File: src/refresh_ctl_pkg.sv
// Register map, field layout and timing constants for the card timing and refresh block
package refresh_ctl_pkg;

   // ***************************************************************
   // Register byte addresses
   // ***************************************************************
   localparam logic [31:0] SDRAM_MODE_AREA2_BASE = 32'hff90_0000;
   localparam logic [31:0] SDRAM_MODE_AREA3_BASE = 32'hff94_0000;
   localparam logic [31:0] SDRAM_MODE_X_MAX = 32'h0000_0ffc;
   localparam logic [31:0] CARD_TIMING_CTRL_ADDR = 32'hff80_0018;
   localparam logic [31:0] REFRESH_CTRL_STATUS_ADDR = 32'hff80_001c;
   localparam logic [31:0] REFRESH_COUNTER_ADDR = 32'hff80_0020;
   localparam logic [31:0] REFRESH_CONSTANT_ADDR = 32'hff80_0024;
   localparam logic [31:0] REFRESH_COUNT_ADDR = 32'hff80_0028;

   // ***************************************************************
   // Card timing control fields
   // ***************************************************************
   localparam int CARD_A_SETUP_LSB = 9;
   localparam int CARD_B_SETUP_LSB = 6;
   localparam int CARD_A_HOLD_LSB = 3;
   localparam int CARD_B_HOLD_LSB = 0;
   localparam logic [15:0] CARD_TIMING_RESET = 16'h0000;

   // ***************************************************************
   // Refresh control/status fields
   // ***************************************************************
   localparam int COMPARE_MATCH_FLAG_BIT = 7;
   localparam int COMPARE_MATCH_IRQ_ENABLE_BIT = 6;
   localparam int COUNT_CLOCK_SELECT_LSB = 3;
   localparam int REFRESH_OVERFLOW_FLAG_BIT = 2;
   localparam int REFRESH_OVERFLOW_IRQ_ENABLE_BIT = 1;
   localparam int REFRESH_LIMIT_SELECT_BIT = 0;
   localparam logic [7:0] REFRESH_CTRL_STATUS_RESET = 8'h00;
   localparam logic [7:0] WRITE_KEY = 8'ha5;

   // ***************************************************************
   // Refresh count limits and prescaler masks (divisor minus one)
   // ***************************************************************
   localparam logic [9:0] LIMIT_1024_LAST = 10'h3ff;
   localparam logic [9:0] LIMIT_512_LAST = 10'h1ff;
   localparam logic [11:0] PRESCALE_MASK_4 = 12'h003;
   localparam logic [11:0] PRESCALE_MASK_16 = 12'h00f;
   localparam logic [11:0] PRESCALE_MASK_64 = 12'h03f;
   localparam logic [11:0] PRESCALE_MASK_256 = 12'h0ff;
   localparam logic [11:0] PRESCALE_MASK_1024 = 12'h3ff;
   localparam logic [11:0] PRESCALE_MASK_2048 = 12'h7ff;
   localparam logic [11:0] PRESCALE_MASK_4096 = 12'hfff;

   // ***************************************************************
   // Bus answers
   // ***************************************************************
   localparam logic [1:0] RESP_OKAY = 2'h0;
   localparam logic [1:0] RESP_SLVERR = 2'h2;

endpackage : refresh_ctl_pkg

File: src/refresh_prescaler.sv
// Bus clock prescaler that produces the refresh counter count tick
module refresh_prescaler (
   input wire logic aclk, // Bus clock
   input wire logic aresetn, // Power-on reset, active low
   input wire logic [2:0] count_clock_select, // Divider select, zero stops
   output logic tick // One-cycle count pulse
);

   typedef struct packed {
      logic [11:0] div;
      logic tick;
   } presc_t;

   presc_t s_reg;
   presc_t s_next;

   function automatic logic [11:0] select_mask(input logic [2:0] sel);
      logic [11:0] m;
      m = 12'h000;
      unique case (sel)
         3'h0: m = 12'h000;
         3'h1: m = refresh_ctl_pkg::PRESCALE_MASK_4;
         3'h2: m = refresh_ctl_pkg::PRESCALE_MASK_16;
         3'h3: m = refresh_ctl_pkg::PRESCALE_MASK_64;
         3'h4: m = refresh_ctl_pkg::PRESCALE_MASK_256;
         3'h5: m = refresh_ctl_pkg::PRESCALE_MASK_1024;
         3'h6: m = refresh_ctl_pkg::PRESCALE_MASK_2048;
         3'h7: m = refresh_ctl_pkg::PRESCALE_MASK_4096;
      endcase
      return m;
   endfunction : select_mask

   always_comb begin
      logic [11:0] mask;
      mask = select_mask(count_clock_select);
      s_next = s_reg;
      s_next.tick = 1'b0;
      if (count_clock_select == 3'h0) begin
         s_next.div = 12'h000;
      end else begin
         s_next.div = s_reg.div + 12'h001;
         s_next.tick = ((s_reg.div & mask) == mask);
      end
   end

   always_ff @(posedge aclk) begin
      if (!aresetn) begin
         s_reg <= '0;
      end else begin
         s_reg <= s_next;
      end
   end

   assign tick = s_reg.tick;

endmodule : refresh_prescaler

File: src/card_timing_sdram_mode_refresh_ctl.sv
// Card timing, SDRAM mode write and refresh timer control behind an AXI4-Lite slave
//
// Chosen here: the AXI4-Lite interface to the registers.
module card_timing_sdram_mode_refresh_ctl (
   input wire logic aclk, // Bus clock
   input wire logic aresetn, // Power-on reset, active low
   input wire logic [31:0] s_axi_awaddr, // Write address
   input wire logic s_axi_awvalid, // Write address valid
   output logic s_axi_awready, // Write address ready
   input wire logic [31:0] s_axi_wdata, // Write data
   input wire logic [3:0] s_axi_wstrb, // Write byte strobes
   input wire logic s_axi_wvalid, // Write data valid
   output logic s_axi_wready, // Write data ready
   output logic [1:0] s_axi_bresp, // Write response
   output logic s_axi_bvalid, // Write response valid
   input wire logic s_axi_bready, // Write response ready
   input wire logic [31:0] s_axi_araddr, // Read address
   input wire logic s_axi_arvalid, // Read address valid
   output logic s_axi_arready, // Read address ready
   output logic [31:0] s_axi_rdata, // Read data
   output logic [1:0] s_axi_rresp, // Read response
   output logic s_axi_rvalid, // Read data valid
   input wire logic s_axi_rready, // Read data ready
   input wire logic card_area_select_attr, // Page attribute: 1 picks second card area
   input wire logic card_mem_read, // Current card access is a memory card read
   input wire logic sdram_bus_32, // SDRAM data bus is 32 bits wide
   input wire logic refresh_enable, // Refresh function on
   input wire logic refresh_self_mode, // Self-refresh rather than CAS-before-RAS
   output logic [3:0] card_setup_waits, // Waits from address to strobe
   output logic [3:0] card_hold_waits, // Address hold waits
   output logic card_hold_from_sample, // Hold counted from data sampling
   output logic sdram_mode_write, // One-cycle mode write pulse
   output logic sdram_mode_area3, // Mode write targets area 3
   output logic [15:0] sdram_mode_addr, // Lower address bits of the access
   output logic [15:0] sdram_mode_value, // Value seen by the memory
   output logic refresh_cycle_start, // One-cycle refresh request
   output logic irq_compare_match, // Compare-match interrupt request
   output logic irq_refresh_overflow // Overflow interrupt request
);

   // ***************************************************************
   // State
   // ***************************************************************
   typedef struct packed {
      logic aw_full;
      logic [31:0] aw_addr;
      logic w_full;
      logic [31:0] w_data;
      logic [3:0] w_strb;
      logic awready;
      logic wready;
      logic bvalid;
      logic [1:0] bresp;
      logic arready;
      logic rvalid;
      logic [31:0] rdata;
      logic [1:0] rresp;
      logic [15:0] card_timing;
      logic [7:0] ctrl_status;
      logic [7:0] constant;
      logic [7:0] counter;
      logic [9:0] count;
      logic [3:0] setup_waits;
      logic [3:0] hold_waits;
      logic hold_from_sample;
      logic mode_wr;
      logic mode_area3;
      logic [15:0] mode_addr;
      logic [15:0] mode_value;
      logic refresh_start;
      logic irq_cm;
      logic irq_ovf;
   } state_t;

   state_t s_reg;
   state_t s_next;
   logic tick;

   // ***************************************************************
   // Helpers
   // ***************************************************************
   // Waits inserted for a three-bit setup or hold code
   function automatic logic [3:0] wait_decode(input logic [2:0] code);
      logic [3:0] w;
      w = 4'h0;
      unique case (code)
         3'h0: w = 4'h0;
         3'h1: w = 4'h1;
         3'h2: w = 4'h2;
         3'h3: w = 4'h3;
         3'h4: w = 4'h6;
         3'h5: w = 4'h9;
         3'h6: w = 4'hc;
         3'h7: w = 4'hf;
      endcase
      return w;
   endfunction : wait_decode

   function automatic logic in_mode_window(input logic [31:0] addr, input logic [31:0] base);
      return (addr >= base) && (addr <= base + refresh_ctl_pkg::SDRAM_MODE_X_MAX);
   endfunction : in_mode_window

   // Register read data; write-only mode windows read as zero
   function automatic logic [32:0] read_map(input logic [31:0] addr, input state_t s);
      logic [32:0] r;
      r = {1'b1, 32'h0000_0000};
      if (addr == refresh_ctl_pkg::CARD_TIMING_CTRL_ADDR) begin
         r = {1'b1, 16'h0000, s.card_timing};
      end else if (addr == refresh_ctl_pkg::REFRESH_CTRL_STATUS_ADDR) begin
         r = {1'b1, 24'h00_0000, s.ctrl_status};
      end else if (addr == refresh_ctl_pkg::REFRESH_COUNTER_ADDR) begin
         r = {1'b1, 24'h00_0000, s.counter};
      end else if (addr == refresh_ctl_pkg::REFRESH_CONSTANT_ADDR) begin
         r = {1'b1, 24'h00_0000, s.constant};
      end else if (addr == refresh_ctl_pkg::REFRESH_COUNT_ADDR) begin
         r = {1'b1, 22'h00_0000, s.count};
      end else if (in_mode_window(addr, refresh_ctl_pkg::SDRAM_MODE_AREA2_BASE) ||
                   in_mode_window(addr, refresh_ctl_pkg::SDRAM_MODE_AREA3_BASE)) begin
         r = {1'b1, 32'h0000_0000};
      end else begin
         r = {1'b0, 32'h0000_0000};
      end
      return r;
   endfunction : read_map

   // ***************************************************************
   // Count clock
   // ***************************************************************
   refresh_prescaler u_prescaler (
      .aclk(aclk),
      .aresetn(aresetn),
      .count_clock_select(s_reg.ctrl_status[refresh_ctl_pkg::COUNT_CLOCK_SELECT_LSB +: 3]),
      .tick(tick)
   );

   // ***************************************************************
   // Next state
   // ***************************************************************
   always_comb begin
      logic cm_set;
      logic ovf_set;
      logic do_write;
      logic key_ok;
      logic [9:0] limit_last;
      logic [31:0] x_off;
      logic [32:0] rd;
      cm_set = 1'b0;
      ovf_set = 1'b0;
      key_ok = 1'b0;
      x_off = 32'h0000_0000;
      rd = {1'b0, 32'h0000_0000};
      // limit select picks 512 or 1024
      limit_last = s_reg.ctrl_status[refresh_ctl_pkg::REFRESH_LIMIT_SELECT_BIT] ?
                   refresh_ctl_pkg::LIMIT_512_LAST : refresh_ctl_pkg::LIMIT_1024_LAST;
      do_write = s_reg.aw_full && s_reg.w_full && !s_reg.bvalid;
      s_next = s_reg;
      s_next.mode_wr = 1'b0;
      s_next.refresh_start = 1'b0;

      // Bus channel handshakes
      if (s_reg.awready && s_axi_awvalid) begin
         s_next.aw_full = 1'b1;
         s_next.aw_addr = s_axi_awaddr;
      end
      if (s_reg.wready && s_axi_wvalid) begin
         s_next.w_full = 1'b1;
         s_next.w_data = s_axi_wdata;
         s_next.w_strb = s_axi_wstrb;
      end
      if (s_reg.bvalid && s_axi_bready) begin
         s_next.bvalid = 1'b0;
      end
      if (s_reg.rvalid && s_axi_rready) begin
         s_next.rvalid = 1'b0;
      end

      // Refresh counter and refresh count
      if (tick) begin
         if (s_reg.counter == s_reg.constant) begin
            s_next.counter = 8'h00;
            cm_set = 1'b1;
            s_next.refresh_start = refresh_enable && !refresh_self_mode;
            if (s_reg.count >= limit_last) begin
               s_next.count = 10'h000;
               ovf_set = 1'b1;
            end else begin
               s_next.count = s_reg.count + 10'h001;
            end
         end else begin
            s_next.counter = s_reg.counter + 8'h01;
         end
      end

      // Register writes once both address and data are held
      if (do_write) begin
         s_next.aw_full = 1'b0;
         s_next.w_full = 1'b0;
         s_next.bvalid = 1'b1;
         s_next.bresp = refresh_ctl_pkg::RESP_OKAY;
         key_ok = (s_reg.w_strb[1:0] == 2'h3) &&
                  (s_reg.w_data[15:8] == refresh_ctl_pkg::WRITE_KEY);
         if (in_mode_window(s_reg.aw_addr, refresh_ctl_pkg::SDRAM_MODE_AREA2_BASE) ||
             in_mode_window(s_reg.aw_addr, refresh_ctl_pkg::SDRAM_MODE_AREA3_BASE)) begin
            // address carries the mode, data ignored
            s_next.mode_wr = 1'b1;
            s_next.mode_area3 =
               in_mode_window(s_reg.aw_addr, refresh_ctl_pkg::SDRAM_MODE_AREA3_BASE);
            s_next.mode_addr = s_reg.aw_addr[15:0];
            x_off = s_reg.aw_addr & refresh_ctl_pkg::SDRAM_MODE_X_MAX;
            // memory bit 0 sits on address bit 2 on a 32-bit bus, on address bit 3 on a 16-bit bus
            s_next.mode_value = sdram_bus_32 ? x_off[17:2] : x_off[18:3];
         end else if (s_reg.aw_addr == refresh_ctl_pkg::CARD_TIMING_CTRL_ADDR) begin
            if (s_reg.w_strb[0]) begin
               s_next.card_timing[7:0] = s_reg.w_data[7:0];
            end
            if (s_reg.w_strb[1]) begin
               s_next.card_timing[15:8] = s_reg.w_data[15:8];
            end
         end else if (s_reg.aw_addr == refresh_ctl_pkg::REFRESH_CTRL_STATUS_ADDR) begin
            if (key_ok) begin
               s_next.ctrl_status = s_reg.w_data[7:0];
               s_next.ctrl_status[refresh_ctl_pkg::COMPARE_MATCH_FLAG_BIT] =
                  s_reg.w_data[refresh_ctl_pkg::COMPARE_MATCH_FLAG_BIT] &
                  s_reg.ctrl_status[refresh_ctl_pkg::COMPARE_MATCH_FLAG_BIT];
               s_next.ctrl_status[refresh_ctl_pkg::REFRESH_OVERFLOW_FLAG_BIT] =
                  s_reg.w_data[refresh_ctl_pkg::REFRESH_OVERFLOW_FLAG_BIT] &
                  s_reg.ctrl_status[refresh_ctl_pkg::REFRESH_OVERFLOW_FLAG_BIT];
            end
         end else if (s_reg.aw_addr == refresh_ctl_pkg::REFRESH_CONSTANT_ADDR) begin
            if (key_ok) begin
               s_next.constant = s_reg.w_data[7:0];
            end
         end else if (s_reg.aw_addr == refresh_ctl_pkg::REFRESH_COUNTER_ADDR ||
                      s_reg.aw_addr == refresh_ctl_pkg::REFRESH_COUNT_ADDR) begin
            // Counters are status only here
            s_next.bresp = refresh_ctl_pkg::RESP_OKAY;
         end else begin
            s_next.bresp = refresh_ctl_pkg::RESP_SLVERR;
         end
      end

      // Hardware set wins over a clearing write in the same cycle
      // set on match
      if (cm_set) begin
         s_next.ctrl_status[refresh_ctl_pkg::COMPARE_MATCH_FLAG_BIT] = 1'b1;
      end
      if (ovf_set) begin
         s_next.ctrl_status[refresh_ctl_pkg::REFRESH_OVERFLOW_FLAG_BIT] = 1'b1;
      end

      // Register reads
      if (s_reg.arready && s_axi_arvalid) begin
         rd = read_map(s_axi_araddr, s_reg);
         s_next.rvalid = 1'b1;
         s_next.rdata = rd[31:0];
         s_next.rresp = rd[32] ? refresh_ctl_pkg::RESP_OKAY : refresh_ctl_pkg::RESP_SLVERR;
      end

      // Card timing follows the attribute of the current access
      if (card_area_select_attr) begin
         s_next.setup_waits = wait_decode(
            s_next.card_timing[refresh_ctl_pkg::CARD_B_SETUP_LSB +: 3]);
         s_next.hold_waits = wait_decode(
            s_next.card_timing[refresh_ctl_pkg::CARD_B_HOLD_LSB +: 3]);
      end else begin
         s_next.setup_waits = wait_decode(
            s_next.card_timing[refresh_ctl_pkg::CARD_A_SETUP_LSB +: 3]);
         s_next.hold_waits = wait_decode(
            s_next.card_timing[refresh_ctl_pkg::CARD_A_HOLD_LSB +: 3]);
      end
      s_next.hold_from_sample = card_mem_read;

      s_next.irq_cm = s_next.ctrl_status[refresh_ctl_pkg::COMPARE_MATCH_FLAG_BIT] &&
                      s_next.ctrl_status[refresh_ctl_pkg::COMPARE_MATCH_IRQ_ENABLE_BIT];
      s_next.irq_ovf = s_next.ctrl_status[refresh_ctl_pkg::REFRESH_OVERFLOW_FLAG_BIT] &&
                       s_next.ctrl_status[refresh_ctl_pkg::REFRESH_OVERFLOW_IRQ_ENABLE_BIT];

      // One write and one read in flight; readies are registered
      s_next.awready = !s_next.aw_full;
      s_next.wready = !s_next.w_full;
      s_next.arready = !s_next.rvalid;
   end

   // ***************************************************************
   // Registers
   // ***************************************************************
   always_ff @(posedge aclk) begin
      if (!aresetn) begin
         s_reg <= '0;
         s_reg.card_timing <= refresh_ctl_pkg::CARD_TIMING_RESET;
         s_reg.ctrl_status <= refresh_ctl_pkg::REFRESH_CTRL_STATUS_RESET;
      end else begin
         s_reg <= s_next;
      end
   end

   // ***************************************************************
   // Outputs
   // ***************************************************************
   assign s_axi_awready = s_reg.awready;
   assign s_axi_wready = s_reg.wready;
   assign s_axi_bvalid = s_reg.bvalid;
   assign s_axi_bresp = s_reg.bresp;
   assign s_axi_arready = s_reg.arready;
   assign s_axi_rvalid = s_reg.rvalid;
   assign s_axi_rdata = s_reg.rdata;
   assign s_axi_rresp = s_reg.rresp;
   assign card_setup_waits = s_reg.setup_waits;
   assign card_hold_waits = s_reg.hold_waits;
   assign card_hold_from_sample = s_reg.hold_from_sample;
   assign sdram_mode_write = s_reg.mode_wr;
   assign sdram_mode_area3 = s_reg.mode_area3;
   assign sdram_mode_addr = s_reg.mode_addr;
   assign sdram_mode_value = s_reg.mode_value;
   assign refresh_cycle_start = s_reg.refresh_start;
   assign irq_compare_match = s_reg.irq_cm;
   assign irq_refresh_overflow = s_reg.irq_ovf;

endmodule : card_timing_sdram_mode_refresh_ctl

File: config.mk
export PLATFORM = sky130hd
export DESIGN_NAME = card_timing_sdram_mode_refresh_ctl
export DESIGN_NICKNAME = d
export VERILOG_FILES = /design/src/refresh_ctl_pkg.sv /design/src/refresh_prescaler.sv /design/src/card_timing_sdram_mode_refresh_ctl.sv
export SDC_FILE = /design/constraint.sdc
export NUM_CORES = 1
export LEC_CHECK = 0
export ABC_AREA = 1
export BUFFER_PORTS_ARGS = -buffer_cell sky130_fd_sc_hd__buf_2
export CORE_MARGIN = 5
export CORE_UTILIZATION = 55
export CTS_CLUSTER_SIZE = 12
export DETAILED_ROUTE_END_ITERATION = 6
export MAX_ROUTING_LAYER = met4
export PLACE_DENSITY = 0.81
export SKIP_LAST_GASP = 1
export SYNTH_ARGS = -nofsm -noshare
export SYNTH_HDL_FRONTEND = slang
export SYNTH_SLANG_ARGS = --single-unit
File: constraint.sdc
create_clock -name aclk -period 2.55 [get_ports aclk]
set_input_delay 0.51 -clock aclk [delete_from_list [all_inputs] [get_ports aclk]]
set_output_delay 0.51 -clock aclk [all_outputs]
set_load 0.005 [all_outputs]
==> run_summary.xml <==
<?xml version="1.0" encoding="UTF-8"?>
<metrics>
  <group name="critical_path">
    <metric name="worstPathCellList" unit="">nand2_1, nor2_2, nand2_4, nor3_1, nand2_1, nand2_1, nand2_2, nand2_4, nor2_8, nand2_4, nand2_1, nand2_1, inv_1, ha_1, nand2_1, nand3_1, a21oi_1</metric>
    <metric name="worst_flop_to_flop_path_startpoint" unit="">s_reg[201]</metric>
    <metric name="cpLargestDelayFamily" unit="">simple AND/OR/NAND/NOR gates</metric>
    <metric name="cp.arrival" unit="ns">2.77</metric>
    <metric name="timing_worst_setup_path_type" unit="">reg2reg</metric>
    <metric name="critPathRequiredTime" unit="ns">2.91</metric>
    <metric name="r2r-end" unit="">card_hold_waits[1]</metric>
    <metric name="reg2regPathDepth" unit="">17</metric>
    <metric name="critPathLaunchType" unit="">flop</metric>
    <metric name="crit_path_max_incr_delay" unit="ns">0.33</metric>
    <metric name="critPathMostFrequentCell" unit="">sky130_fd_sc_hd__nand2_1</metric>
    <metric name="timing.critical_path.slowest_stage_cell" unit="">sky130_fd_sc_hd__dfxtp_1</metric>
    <metric name="crit_buf_inv" unit="">1</metric>
    <metric name="timing.critical_path.fanout_max" unit="">7</metric>
    <metric name="worstSetupEndpointType" unit="">flop</metric>
    <metric name="timing.reg2reg.setup_slack" unit="ns">0.14</metric>
  </group>
  <group name="power">
    <metric name="totalPowerFinal" unit="mW">6.13</metric>
    <metric name="worst_ir_drop_vdd" unit="mV">0.497</metric>
    <metric name="switching_power" unit="mW">1.54</metric>
    <metric name="comb_power_share" unit="%">7.9</metric>
    <metric name="pint" unit="mW">4.58</metric>
    <metric name="power_density" unit="nW/um2">590</metric>
    <metric name="power.sequential.fraction" unit="%">49.8</metric>
    <metric name="power.switching_fraction" unit="%">25.2</metric>
    <metric name="static-leakage-power" unit="nW">4.59</metric>
    <metric name="p_clk_share" unit="%">42.4</metric>
  </group>
  <group name="placed_design">
    <metric name="pre_cts_slack" unit="ns">0.105</metric>
    <metric name="detailed_place.area" unit="um2">9630</metric>
    <metric name="dp_hpwl" unit="um">16700</metric>
    <metric name="buffer_ports.inserted" unit="">156</metric>
    <metric name="gp_congestion" unit="">0.909</metric>
  </group>
  <group name="detailed_routing">
    <metric name="drt_iter0_drc" unit="">622</metric>
    <metric name="post-route-drc-count" unit="">0</metric>
    <metric name="drtAntennaViolNets" unit="">0</metric>
    <metric name="detailroute.via_count" unit="">8425</metric>
    <metric name="postRouteWirelength" unit="um">22600</metric>
    <metric name="detail_route.first_pass.iterations" unit="">5</metric>
    <metric name="detailed_route_wire_length_per_cell" unit="um">13.7</metric>
    <metric name="vias_per_cell" unit="">5.12</metric>
  </group>
  <group name="synthesis">
    <metric name="synth_top_cell_area_share" unit="%">40.6</metric>
    <metric name="async_flop_share" unit="%">0</metric>
    <metric name="netlist_area" unit="um2">9130</metric>
    <metric name="yosys.cell_types.count" unit="">43</metric>
    <metric name="synth_area_leader_cell" unit="">sky130_fd_sc_hd__dfxtp_1</metric>
    <metric name="yosysWarningCount" unit="">0</metric>
    <metric name="postSynthRegisterBits" unit="">185</metric>
    <metric name="post_synth_main_area_contributors" unit="">sky130_fd_sc_hd__dfxtp_1 41%, sky130_fd_sc_hd__nand2_1 9.5%, sky130_fd_sc_hd__o21ai_0 8.5%, sky130_fd_sc_hd__nor2_1 8.3%, sky130_fd_sc_hd__buf_4 6.3%</metric>
    <metric name="synth_enable_flop_cells" unit="">0</metric>
    <metric name="yosysSeqAreaShare" unit="%">40.6</metric>
    <metric name="most_frequent_cell_after_synthesis" unit="">sky130_fd_sc_hd__nand2_1</metric>
    <metric name="syn_area_per_cell" unit="um2">6.97</metric>
    <metric name="synth_flop_cell" unit="">sky130_fd_sc_hd__dfxtp_1</metric>
    <metric name="synth.cells.most_frequent" unit="">231 x sky130_fd_sc_hd__nand2_1, 203 x sky130_fd_sc_hd__nor2_1, 185 x sky130_fd_sc_hd__dfxtp_1, 155 x sky130_fd_sc_hd__o21ai_0, 132 x sky130_fd_sc_hd__inv_1</metric>
    <metric name="postSynthCellCount" unit="">1310</metric>
  </group>
  <group name="timing">
    <metric name="timing.clock.skew" unit="ns">0.00797</metric>
    <metric name="max_freq" unit="MHz">414</metric>
    <metric name="fin_crit" unit="ns">2.41</metric>
    <metric name="setup_total_negative_slack" unit="ns">0</metric>
    <metric name="final-max-slew-violation-count" unit="">0</metric>
    <metric name="slew_headroom" unit="%">52.5</metric>
    <metric name="setup_ws" unit="ns">0.137</metric>
    <metric name="layout_worst_path_cycle_share" unit="%">94.6</metric>
    <metric name="final-hold-violation-count" unit="">0</metric>
    <metric name="worst_pin_slew" unit="ns">0.712</metric>
    <metric name="setup_viol_count_final" unit="">0</metric>
  </group>
  <group name="min_path">
    <metric name="hold_path.class" unit="">in2reg</metric>
    <metric name="hold_path_startpoint" unit="">refresh_self_mode</metric>
    <metric name="worst_hold_path_endpoint" unit="">refresh_cycle_start</metric>
    <metric name="holdPathStages" unit="">2</metric>
  </group>
  <group name="run">
    <metric name="total_of_max_cap_violations" unit="">0</metric>
  </group>
  <group name="clock_network">
    <metric name="cts_made_buffers" unit="">17</metric>
    <metric name="cts_max_path_bufs" unit="">2</metric>
    <metric name="cts.sink_count" unit="">185</metric>
    <metric name="tritoncts" unit="">yes</metric>
    <metric name="htree_levels" unit="">4</metric>
    <metric name="cts_root_buffer" unit="">sky130_fd_sc_hd__clkbuf_16</metric>
    <metric name="clk-insertion-delay-late" unit="ns">0.43</metric>
    <metric name="clkSlewWorstSetupHoldPaths" unit="ns">0.07</metric>
  </group>
  <group name="finish">
    <metric name="largest_register_ff_count" unit="">102</metric>
    <metric name="layout-drive-gt1-share" unit="%">19.5</metric>
    <metric name="syn_to_final_growth" unit="%">13.7</metric>
    <metric name="stdcell_area" unit="um2">10400</metric>
    <metric name="design.final.nets" unit="">1534</metric>
  </group>
  <group name="run_status">
    <metric name="status" unit="">finished clean</metric>
  </group>
  <group name="floorplanning">
    <metric name="placementRows" unit="">47</metric>
    <metric name="die_height" unit="um">139</metric>
    <metric name="starting_density" unit="%">55.7</metric>
    <metric name="io-pin-count" unit="">199</metric>
    <metric name="die_x" unit="um">139</metric>
    <metric name="core-area" unit="um2">16400</metric>
    <metric name="full_die_area" unit="um2">19300</metric>
  </group>
  <group name="global_routing">
    <metric name="first_pass_grt_wire_length" unit="um">36600</metric>
    <metric name="grt.overflow.total" unit="">0</metric>
    <metric name="grt_pass1_vias" unit="">7847</metric>
    <metric name="grt_start_max_net_pins" unit="">115</metric>
    <metric name="global_router_s_overall_resource_usage" unit="%">23.5</metric>
    <metric name="antenna_found_initial" unit="">1</metric>
  </group>
</metrics>
==> what timing repair did <==
| action | CTS | global route |
|---|---|---|
| hold endpoints to repair | 0 | 0 |
| setup buffers | 0 | 6 |
| endpoints found under the setup margin | 0 | 6 |
| gates resized for setup | 0 | 38 |
| hold buffers | 0 | 0 |
==> layout make-up <==
class	count	area [um2]
fill	1470	6020
multi-input combinational	886	4300
sequential	185	3720
timing repair buffer	178	958
inverter	142	533
clock buffer	19	453
tap	220	275
clock inverter	13	140
antenna	1	2.50
==> how the worst max path moves through the flow <==
stage / start / end / slack (ns) / cells past startpoint
2_1_floorplan: s_reg[178] / card_setup_waits[1] / 0.43 / 18
3_3_place_gp: s_reg[182] / card_setup_waits[1] / 0.14 / 17
3_5_place_dp: s_reg[182] / card_setup_waits[1] / 0.11 / 17
4_1_cts: s_reg[182] / card_setup_waits[1] / 0.06 / 17
5_1_grt: s_reg[201] / card_hold_waits[1] / -0.06 / 17
6_report: s_reg[201] / card_hold_waits[1] / 0.14 / 17
==> routing by layer <==
metal,vias up,part of all wire (%),track usage [%]
li1,4341,-,-
met1,3785,41,27.1
met2,256,50,40.6
met3,43,6.0,4.52
met4,0,2.5,8.86
met5,-,0,-
==> power groups by stage <==
stage          Sequential [mW]  Combinational, mW  Clock, mW
2_1_floorplan             3.09              0.350          0
3_3_place_gp              3.11              0.459          0
3_5_place_dp              3.11              0.468          0
4_1_cts                   3.05              0.471       2.65
5_1_grt                   3.06              0.550       2.77
6_report                  3.05              0.483       2.60
==> per-stage QoR <==
stage | cells | util (%) | hold slack (ns)
after floorplan | 1333 | - | 0.399
after global placement | 1605 | 58.7 | 0.419
after detailed placement | 1605 | 58.7 | 0.426
after CTS | 1637 | 62.3 | 0.218
after global routing | 1644 | 63.3 | 0.223
final | 1644 | 63.3 | 0.233
==> cells in the final DEF, fill, tap and decap left out, types with 7 or more instances in the layout <==
cell                          n
sky130_fd_sc_hd__nand2_2      7
sky130_fd_sc_hd__buf_4       21
sky130_fd_sc_hd__inv_2       12
sky130_fd_sc_hd__conb_1      24
sky130_fd_sc_hd__nor3_1      27
sky130_fd_sc_hd__nor2_2      14
sky130_fd_sc_hd__dfxtp_1    177
sky130_fd_sc_hd__nand2_1    229
sky130_fd_sc_hd__nand3_1     43
sky130_fd_sc_hd__a21oi_1    103
sky130_fd_sc_hd__ha_1        12
sky130_fd_sc_hd__clkbuf_16   17
sky130_fd_sc_hd__inv_1      128
sky130_fd_sc_hd__nand4_1     14
sky130_fd_sc_hd__o21ai_0    154
sky130_fd_sc_hd__nor2_1     194
sky130_fd_sc_hd__nor4_1       9
sky130_fd_sc_hd__buf_2      156
==> logic make-up after synthesis <==
group / Yosys count / share of synthesized area (%)
adders and majority gates: 12 / 1.64
other: 1 / 0.0411
muxes: 1 / 0.110
and+or+nand+nor: 560 / 26.5
buffers and inverters: 262 / 14.3
xor gates and xnor gates: 8 / 0.767
DFF: 185 / 40.6
AOI/OAI and AO/OA: 281 / 16.0
==> worst register-to-register path, stage by stage, from the launching register on <==
cell                      delay (ns)
sky130_fd_sc_hd__dfxtp_1        0.33
sky130_fd_sc_hd__nand2_1        0.09
sky130_fd_sc_hd__nor2_2         0.17
sky130_fd_sc_hd__nand2_4        0.11
sky130_fd_sc_hd__nor3_1         0.24
sky130_fd_sc_hd__nand2_1        0.09
sky130_fd_sc_hd__nand2_1        0.09
sky130_fd_sc_hd__nand2_2        0.08
sky130_fd_sc_hd__nand2_4        0.13
sky130_fd_sc_hd__nor2_8         0.06
sky130_fd_sc_hd__nand2_4        0.12
sky130_fd_sc_hd__nand2_1        0.06
sky130_fd_sc_hd__nand2_1        0.12
sky130_fd_sc_hd__inv_1          0.08
sky130_fd_sc_hd__ha_1           0.29
sky130_fd_sc_hd__nand2_1        0.06
sky130_fd_sc_hd__nand3_1        0.07
sky130_fd_sc_hd__a21oi_1        0.14
Note: power is estimated with default switching activity, not from simulation.
